## src/rtl/hpp_pkg.sv

```systemverilog
// Package of constants and types for the parallel host port.
package hpp_pkg;
    localparam int HPP_DATA_W = 16;
    localparam int HPP_ADDR_W = 16;
    localparam int HPP_IDX_N = 3;
    // Indexed mode layout, byte addresses on the host bus.
    localparam logic [4:0] HPP_CFG_ADDR = 5'h00;
    localparam logic [4:0] HPP_IDX0_ADDR = 5'h04;
    localparam logic [4:0] HPP_DAT0_ADDR = 5'h08;
    localparam logic [4:0] HPP_PAIR_STRIDE = 5'h08;
    // Configuration register fields.
    localparam int HPP_CFG_RWMODE = 0;
    localparam int HPP_CFG_RDPOL = 1;
    localparam int HPP_CFG_WRPOL = 2;
    localparam int HPP_CFG_CSPOL = 3;
    localparam int HPP_CFG_WAITPOL = 4;
    localparam int HPP_CFG_BIGEND = 5;
    localparam int HPP_CFG_WIDE = 6;
    localparam int HPP_CFG_MUX = 7;
    // Read polarity high, write/enable polarity high, select high, wait low, 16-bit.
    localparam logic [31:0] HPP_CFG_RESET = 32'h0000_004e;
    localparam logic [31:0] HPP_IDX_RESET = 32'h0000_0000;
    localparam logic [1:0] HPP_SYNC_STAGES = 2'h2;

    typedef struct packed {
        logic rd;
        logic wr;
        logic cs;
        logic ale;
    } hpp_strobe_t;

    typedef struct packed {
        logic [15:0] addr;
        logic [31:0] wdata;
        logic wr;
        logic rd;
    } hpp_req_t;
endpackage

```

## src/rtl/hpp_port.sv

```systemverilog
// Parallel host port slave: multiplexed 8-bit single phase and indexed modes.
`timescale 1ns/10ps
// Notes on behaviour
// - Single phase latch takes both address lanes.
// - Upper lane ignored and undriven in 8-bit data.
// - Mode bit selects split or direction/enable strobes.
// - Direction/enable works identically in all variants.
// - Default enable active high, direction high writes.
// - Wait, select, read, write polarities configurable.
// - Endian bit swaps bytes, in 16-bit data only.
// - Write data taken at trailing strobe edge.
// - Read data driven only during read strobe.
// - 8-bit indexed uses low lane only.
// - Config and index accesses may be partial.
// - Index top byte reserved, writes ignored.
// - Any read/write mix through one index.
// - Skipped latch reuses last address.
module hpp_port #(
    parameter int IDX_N = hpp_pkg::HPP_IDX_N
) (
    input wire logic i_clk_sys,
    input wire logic i_reset,
    input wire logic i_clk_en,
    input wire logic i_cs,
    input wire logic i_rd,
    input wire logic i_wr,
    input wire logic i_ale,
    input wire logic [4:0] i_addr,
    input wire logic [15:0] i_ad,
    output logic [15:0] o_ad,
    output logic [15:0] o_ad_oe,
    output logic o_wait,
    output logic o_int_wr,
    output logic o_int_rd,
    output logic [15:0] o_int_addr,
    output logic [31:0] o_int_wdata,
    input wire logic [31:0] i_int_rdata,
    output logic [31:0] o_cfg
);
    import hpp_pkg::*;

    logic [3:0] s1_q;
    logic [3:0] s2_q;
    logic [3:0] s3_q;
    logic [15:0] ad1_q;
    logic [15:0] ad2_q;
    logic [4:0] a1_q;
    logic [4:0] a2_q;
    logic [31:0] cfg_q;
    logic [31:0] idx_q [IDX_N];
    logic [31:0] hold_q;
    logic [31:0] rdbuf_q;
    logic [15:0] maddr_q;
    logic [15:0] dout_q;
    logic int_wr_q;
    logic int_rd_q;
    logic [15:0] int_addr_q;
    logic [31:0] int_wdata_q;

    function automatic logic [31:0] swap16(input logic [31:0] v, input logic be);
        swap16 = be ? {v[23:16], v[31:24], v[7:0], v[15:8]} : v;
    endfunction

    // Raw strobe decode with programmable polarities.
    wire rw_mode = cfg_q[HPP_CFG_RWMODE];
    // Decoding reads only the second synchroniser stage of the pins.
    wire en_act = s2_q[2] ~^ cfg_q[HPP_CFG_WRPOL];
    wire rdpin_act = s2_q[1] ~^ cfg_q[HPP_CFG_RDPOL];
    wire cs_act = s2_q[0] ~^ cfg_q[HPP_CFG_CSPOL];
    // Direction on the read pin: with the default polarity a high level is a write.
    wire dir_wr = s2_q[1] ~^ cfg_q[HPP_CFG_RDPOL];
    wire raw_rd = cs_act & (rw_mode ? (en_act & ~dir_wr) : rdpin_act);
    wire raw_wr = cs_act & (rw_mode ? (en_act & dir_wr) : en_act);
    wire raw_ale = s2_q[3];

    always_ff @(posedge i_clk_sys) begin
        if (i_reset) begin
            s1_q <= '0;
            s2_q <= '0;
            s3_q <= '0;
            ad1_q <= '0;
            ad2_q <= '0;
            a1_q <= '0;
            a2_q <= '0;
        end else if (i_clk_en) begin
            s1_q <= {i_ale, i_wr, i_rd, i_cs};
            s2_q <= s1_q;
            s3_q <= {raw_ale, raw_wr, raw_rd, cs_act};
            ad1_q <= i_ad;
            ad2_q <= ad1_q;
            a1_q <= i_addr;
            a2_q <= a1_q;
        end
    end

    wire rd_act = raw_rd;
    wire rd_rise = raw_rd & ~s3_q[1];
    wire wr_fall = ~raw_wr & s3_q[2];
    wire ale_fall = ~raw_ale & s3_q[3];
    wire wide = cfg_q[HPP_CFG_WIDE];
    wire mux = cfg_q[HPP_CFG_MUX];
    wire be = cfg_q[HPP_CFG_BIGEND];

    // Effective byte address of this cycle.
    wire [4:0] ix_addr = a2_q;
    wire [15:0] eff_addr = mux ? maddr_q : {11'h000, ix_addr};
    wire [1:0] lane = wide ? {eff_addr[1], 1'b0} : eff_addr[1:0];
    wire [31:0] wmask = wide ? (32'h0000_ffff << {lane, 3'h0}) : (32'h0000_00ff << {lane, 3'h0});
    // 8-bit cycles take only the low lane.
    wire [15:0] wlane = wide ? ad2_q : {8'h00, ad2_q[7:0]};
    wire [31:0] wrep = swap16({wlane, wlane}, be & wide);
    wire [31:0] wshift = wide ? wrep : {4{wlane[7:0]}};
    wire last_part = wide ? lane[1] : (lane == 2'h3);

    // Target decode in indexed mode.
    wire is_cfg = ~mux & (ix_addr[4:2] == HPP_CFG_ADDR[4:2]);
    wire [2:0] pair = 3'(ix_addr[4:3]);
    wire is_idx = ~mux & ix_addr[2] & (32'(pair) < IDX_N);
    wire is_dat = ~mux & ~is_cfg & ~ix_addr[2] & (32'(pair) <= IDX_N);
    wire [1:0] psel = is_dat ? 2'(pair - 3'h1) : 2'(pair);
    wire [15:0] tgt_addr = mux ? {maddr_q[15:2], 2'h0} : idx_q[psel][15:0];
    wire to_int = mux | is_dat;
    wire [31:0] rsrc = is_cfg ? cfg_q : (is_idx ? idx_q[psel] : rdbuf_q);
    wire [31:0] rsw = swap16(rsrc, be & wide);
    wire [15:0] rword = wide ? (lane[1] ? rsw[31:16] : rsw[15:0])
        : {8'h00, rsrc[{lane, 3'h0} +: 8]};

    always_ff @(posedge i_clk_sys) begin
        if (i_reset) begin
            cfg_q <= HPP_CFG_RESET;
            for (int i = 0; i < IDX_N; i++) begin
                idx_q[i] <= HPP_IDX_RESET;
            end
            hold_q <= '0;
            rdbuf_q <= '0;
            maddr_q <= '0;
            dout_q <= '0;
            int_wr_q <= 1'b0;
            int_rd_q <= 1'b0;
            int_addr_q <= '0;
            int_wdata_q <= '0;
        end else if (i_clk_en) begin
            int_wr_q <= 1'b0;
            int_rd_q <= 1'b0;
            if (ale_fall && mux) begin
                maddr_q <= ad2_q;
            end
            if (wr_fall && is_cfg) begin
                cfg_q <= (cfg_q & ~wmask) | (wshift & wmask);
            end
            if (wr_fall && is_idx) begin
                idx_q[psel] <= ((idx_q[psel] & ~wmask) | (wshift & wmask)) & 32'h00ff_ffff;
            end
            if (wr_fall && to_int) begin
                hold_q <= (hold_q & ~wmask) | (wshift & wmask);
                if (last_part) begin
                    int_wr_q <= 1'b1;
                    int_addr_q <= tgt_addr;
                    int_wdata_q <= (hold_q & ~wmask) | (wshift & wmask);
                end
            end
            if (rd_rise && to_int && lane == 2'h0) begin
                int_rd_q <= 1'b1;
                int_addr_q <= tgt_addr;
            end
            if (int_rd_q) begin
                rdbuf_q <= i_int_rdata;
            end
            dout_q <= rword;
        end
    end

    // The bus is driven only while the synchronised read strobe is active.
    assign o_ad = dout_q;
    assign o_ad_oe = (rd_act && !int_rd_q) ? (wide ? 16'hffff : 16'h00ff) : 16'h0000;
    // Wait is asserted while a read fetch is outstanding.
    assign o_wait = (rd_act & int_rd_q) ^ ~cfg_q[HPP_CFG_WAITPOL];
    assign o_int_wr = int_wr_q;
    assign o_int_rd = int_rd_q;
    assign o_int_addr = int_addr_q;
    assign o_int_wdata = int_wdata_q;
    assign o_cfg = cfg_q;

    wr_pulse_a: assert property (@(posedge i_clk_sys) disable iff (i_reset)
        o_int_wr |=> !o_int_wr) else $error("internal write longer than one cycle");
    wr_commit_a: assert property (@(posedge i_clk_sys) disable iff (i_reset)
        (i_clk_en && wr_fall && to_int && last_part) |=> o_int_wr)
        else $error("last part did not commit");
    wr_partial_a: assert property (@(posedge i_clk_sys) disable iff (i_reset)
        (i_clk_en && wr_fall && !last_part && !s3_q[1]) |=> !o_int_wr)
        else $error("partial part committed");
    rd_drive_a: assert property (@(posedge i_clk_sys) disable iff (i_reset)
        !rd_act |-> o_ad_oe == 16'h0000) else $error("bus driven outside read");
    upper_lane_a: assert property (@(posedge i_clk_sys) disable iff (i_reset)
        !wide |-> o_ad_oe[15:8] == 8'h00) else $error("upper lane driven in 8-bit");
    idx_top_a: assert property (@(posedge i_clk_sys) disable iff (i_reset)
        idx_q[0][31:24] == 8'h00) else $error("index top byte written");
    cfg_hold_a: assert property (@(posedge i_clk_sys) disable iff (i_reset)
        (i_clk_en && !wr_fall) |=> $stable(cfg_q)) else $error("config changed without write");
    latch_a: assert property (@(posedge i_clk_sys) disable iff (i_reset)
        (i_clk_en && mux && ale_fall) |=> maddr_q == $past(ad2_q))
        else $error("address not latched");
    keep_addr_a: assert property (@(posedge i_clk_sys) disable iff (i_reset)
        !ale_fall |=> $stable(maddr_q)) else $error("address lost without latch");
    rd_fetch_a: assert property (@(posedge i_clk_sys) disable iff (i_reset)
        (i_clk_en && rd_rise && to_int && lane == 2'h0) |=> o_int_rd)
        else $error("read fetch missing");

    c_wr_c: cover property (@(posedge i_clk_sys) o_int_wr);
    c_rd_c: cover property (@(posedge i_clk_sys) o_int_rd);
    c_mux_c: cover property (@(posedge i_clk_sys) mux && ale_fall);
    c_rw_c: cover property (@(posedge i_clk_sys) rw_mode && wr_fall);
endmodule // hpp_port
```

## config.mk

```make
export PLATFORM = sky130hd
export DESIGN_NAME = hpp_port
export DESIGN_NICKNAME = d
export VERILOG_FILES = /design/src/rtl/hpp_pkg.sv /design/src/rtl/hpp_port.sv
export SDC_FILE = /design/constraint.sdc
export NUM_CORES = 1
export LEC_CHECK = 0
export ABC_AREA = 1
export BUFFER_PORTS_ARGS = -buffer_cell sky130_fd_sc_hd__buf_2
export CAP_MARGIN = 20
export CORE_MARGIN = 8
export CORE_UTILIZATION = 55
export DETAILED_ROUTE_END_ITERATION = 12
export GPL_ROUTABILITY_DRIVEN = 0
export PLACE_DENSITY_LB_ADDON = 0.1
export RECOVER_POWER = 25
export SLEW_MARGIN = 0
export SYNTH_ARGS = -nofsm -noshare
export SYNTH_HDL_FRONTEND = slang
export SYNTH_SLANG_ARGS = --single-unit
```

## constraint.sdc

```tcl
create_clock -name i_clk_sys -period 5.1 [get_ports i_clk_sys]
set_clock_uncertainty 0.1 [all_clocks]
set_input_delay 0.51 -clock i_clk_sys [delete_from_list [all_inputs] [get_ports i_clk_sys]]
set_output_delay 0.51 -clock i_clk_sys [all_outputs]
set_load 0.01 [all_outputs]
```

==> metrics.md <==
| Metric | Value |
|---|---|
| Status | finished, violations left |
| Failing checks | capacitance limit, slew limit |
| Asr flop ratio synth | 0% |
| Cell area after layout | ~0.016 mm² |
| DR vias/cell | 5.64 |
| Worst hold path class | in2reg |
| Root Buffer Master | clkbuf_16 |
| GRT overflow | 0 |
| Worst Hold End | ad1_q[10]$_SDFFE_PP0P_ |
| Area grow syn2layout | 12.4% |
| DP Cell Count | roughly 2300 |
| H-tree depth | 2 |
| I/O Pins | roughly 180 |
| Setup TNS | 0 ps |
| Antenna violation net count after detailed routing | 0 |
| Worst hold slack | ~110 ps |
| CP required | slightly above 5000 ps |
| Worst Min Path Start | i_ad[10] |
| Multi-input gate area | between 0.005 and 0.006 mm² |
| Skew-Pair Late Insertion Delay | between 500 and 600 ps |
| Vias in the first global route | approximately 12000 |
| HPWL after detailed placement | around 32 mm |
| Yosys reg bits | 320 |
| Iteration-0 DRC count of the detailed router | between 1500 and 2000 |
| Cell variety after synth | 39 |
| DRC | 0 |
| Register area | between 0.007 and 0.008 mm² |
| CP Launch Type | flip-flop |
| CTS tree | yes |
| Number of hold buffers added after cts | 0 |
| Core box area | approximately 0.026 mm² |
| Worst slew margin | -30.1% |
| Share of the synthesized area in the top cell type | a little under a third |
| CTS buffer count | 35 |
| Most used DFF post-synth | dfxtp_1 |
| WL/cell | a little under 20 µm |
| N_diodes | 0 |
| Max Freq | 0.244 GHz |
| Crit. End Element | flip-flop |
| Cell depth of the worst hold path | 3 |
| Maxcap violations | 1 |
| Post-Syn Area | between 0.01 and 0.015 mm² |
| Width of the die | ~180 µm |
| Final setup vio count | 0 |
| Clk sink count | 320 |
| Final worst-path cycle share | roughly 80% |
| Cell row count | a little under 60 |
| Drt first pass iters | 8 |
| Slew Limit Fails | between 60 and 70 |
| Initial Utilization | between 50% and 60% |
| CTS clk-pin slew, worst paths | around 60 ps |
| Placed Area | between 0.015 and 0.02 mm² |
| Largest net degree at the start of global routing | 78 |
| Initial antenna violation count | 2 |
| Syn Inst Count | between 1500 and 2000 |
| Largest area contributor in the netlist | dfxtp_1 |
| Chip Height | 177 µm |
| Bufs on Longest Clock Path | 3 |
| Avg Cell Area, Syn | approximately 7.6 µm² |
| Crit Path Max Fanout | 50 |
| RSZ-0062 raised after global routing | false |
| Final Hold Vio Count | 0 |
| Vias | around 13000 |
| Setup Buffers After CTS | 0 |
| Mapped Nets | between 1500 and 2000 |
| P_leak | about 6.9 nW |
| Final wirelength | approximately 45 mm |
| Power density cells | 359 mW/mm² |
| Final setup margin | slightly above 1000 ps |
| All-layer global routing usage | between 20 and 30% |
| R2R depth | 9 |
| Layout Nets | about 2000 |
| CP Class | reg2reg |
| Die area | approximately 0.031 mm² |
| R2R Path End | idx_q[1][5]$_SDFFCE_PN0P_ |
| Layout cells sized above 1 | a little under a tenth |
| IO Port Bufs | approximately 170 |
| Number of flops mapped to enable cells by yosys | 96 |
| Worst VDD drop | 0.239 mV |
| Post-Layout Cell Count | about 2300 |
| Yosys warns | 0 |
| Register-to-register setup slack | around 1000 ps |
| Global-route wire length before repair | approximately 70 mm |
| Post-cts sizing count | 0 |
| Top cells by area, synth | dfxtp_1, edfxtp_1, nand2_1 |
| CP Data Arrival Time | about 4000 ps |
| Post-synthesis sequential area ratio | between 50 and 60% |
| Pre-CTS setup slack | 1080 ps |
| Final worst path period need | 4090 ps |
| Filler Cell Count | around 2400 |
| Least-Margin Pin Slew | 1950 ps |
stage by stage:
| step | total power (W) | util, % |
|---|---|---|
| floorplan | 0.00322 | - |
| global placement | 0.00344 | 58.5 |
| detailed placement | 0.00345 | 58.5 |
| CTS | 0.00577 | 62.6 |
| global route | 0.00596 | 62.3 |
| finish | 0.00577 | 62.3 |
routing by layer:
layer / vias to the layer above / GRT usage, % / share of wire, %
li1: 6313 / - / -
met1: 6101 / 36.2 / 41
met2: 615 / 43.9 / 45
met3: 140 / 6.60 / 9.3
met4: 4 / 12.5 / 4.8
met5: - / 0 / 0.051
synthesized netlist by cell type (3+ instances only):
master,number
inv_1,138
or2_2,4
o21ai_0,226
buf_1,6
dfxtp_1,224
nand2_2,9
inv_2,10
buf_2,26
o211ai_1,4
nor3_1,3
clkbuf_1,63
o21bai_1,13
buf_4,22
a31oi_1,3
nand3_1,108
edfxtp_1,96
nor2_1,318
buf_6,7
xor2_1,3
nand2_1,389
nor2_2,6
o21ai_1,7
nor2_4,6
a211oi_1,23
a21oi_1,141
kinds of logic after synthesis:
family / synth area share, %
and+or+nand+nor: 24.2
AOI/OAI and AO/OA: 15.6
DFF: 51.4
buffers and inverters: 8.41
xor gates and xnor gates: 0.184
adders and majority gates: 0.0874
registers in the layout, summed over array words and instances, names as in the netlist, named ones only:
| name | cells |
|---|---|
| a1_q | 5 |
| a2_q | 5 |
| ad1_q | 16 |
| ad2_q | 16 |
| hold_q | 25 |
| idx_q | 96 |
| maddr_q | 16 |
| o_ad | 16 |
| o_int_addr | 16 |
| o_int_rd | 1 |
| o_int_wdata | 32 |
| o_int_wr | 1 |
| rdbuf_q | 32 |
| s1_q | 4 |
| s2_q | 4 |
| s3_q | 3 |
critical path, stage by stage (launching register included):
cell and delay (ps):
dfxtp_1 770, inv_4 250, nand2_2 160, nand2_2 130, nand2_4 470, inv_4 340
nor2_1 250, nand2_1 70, buf_4 250, nand2_1 820
where the power goes:
part	internal [W]	switching (W)
registers	0.00269	0.0000440
clock network	0.00135	0.000999
logic	0.000177	0.000505
how the worst max path moves through the flow:
stage,start,slack [ps],to
2_1_floorplan,a2_q[4]$_SDFFE_PP0P_,2520,idx_q[2][0]$_SDFFCE_PN0P_
3_3_place_gp,flip-flop,1210,idx_q[1][6]$_SDFFCE_PN0P_
3_5_place_dp,flip-flop,1080,idx_q[1][23]$_SDFFCE_PN0P_
4_1_cts,flip-flop,1070,idx_q[1][7]$_SDFFCE_PN0P_
5_1_grt,flip-flop,720,idx_q[1][7]$_SDFFCE_PN0P_
6_report,flip-flop,1010,idx_q[1][5]$_SDFFCE_PN0P_
cell type report:
type	instances	share of cell area (%)
sequential	320	45.8
multi-input combinational	1278	35.7
clock buffer	48	6.12
timing repair buffer	193	5.74
inverter	151	3.56
tap	335	2.60
clock inverter	11	0.490
placed cells by master, fill, tap and decap left out, types with 23 or more instances in the layout:
cell,n
o21ai_0,225
clkbuf_1,106
nand3_1,108
edfxtp_1,96
dfxtp_1,224
nor2_1,318
a21oi_1,141
nand2_1,389
clkbuf_16,35
inv_1,137
a211oi_1,23
buf_2,76
No activity file was read; power rests on OpenSTA's default activity.
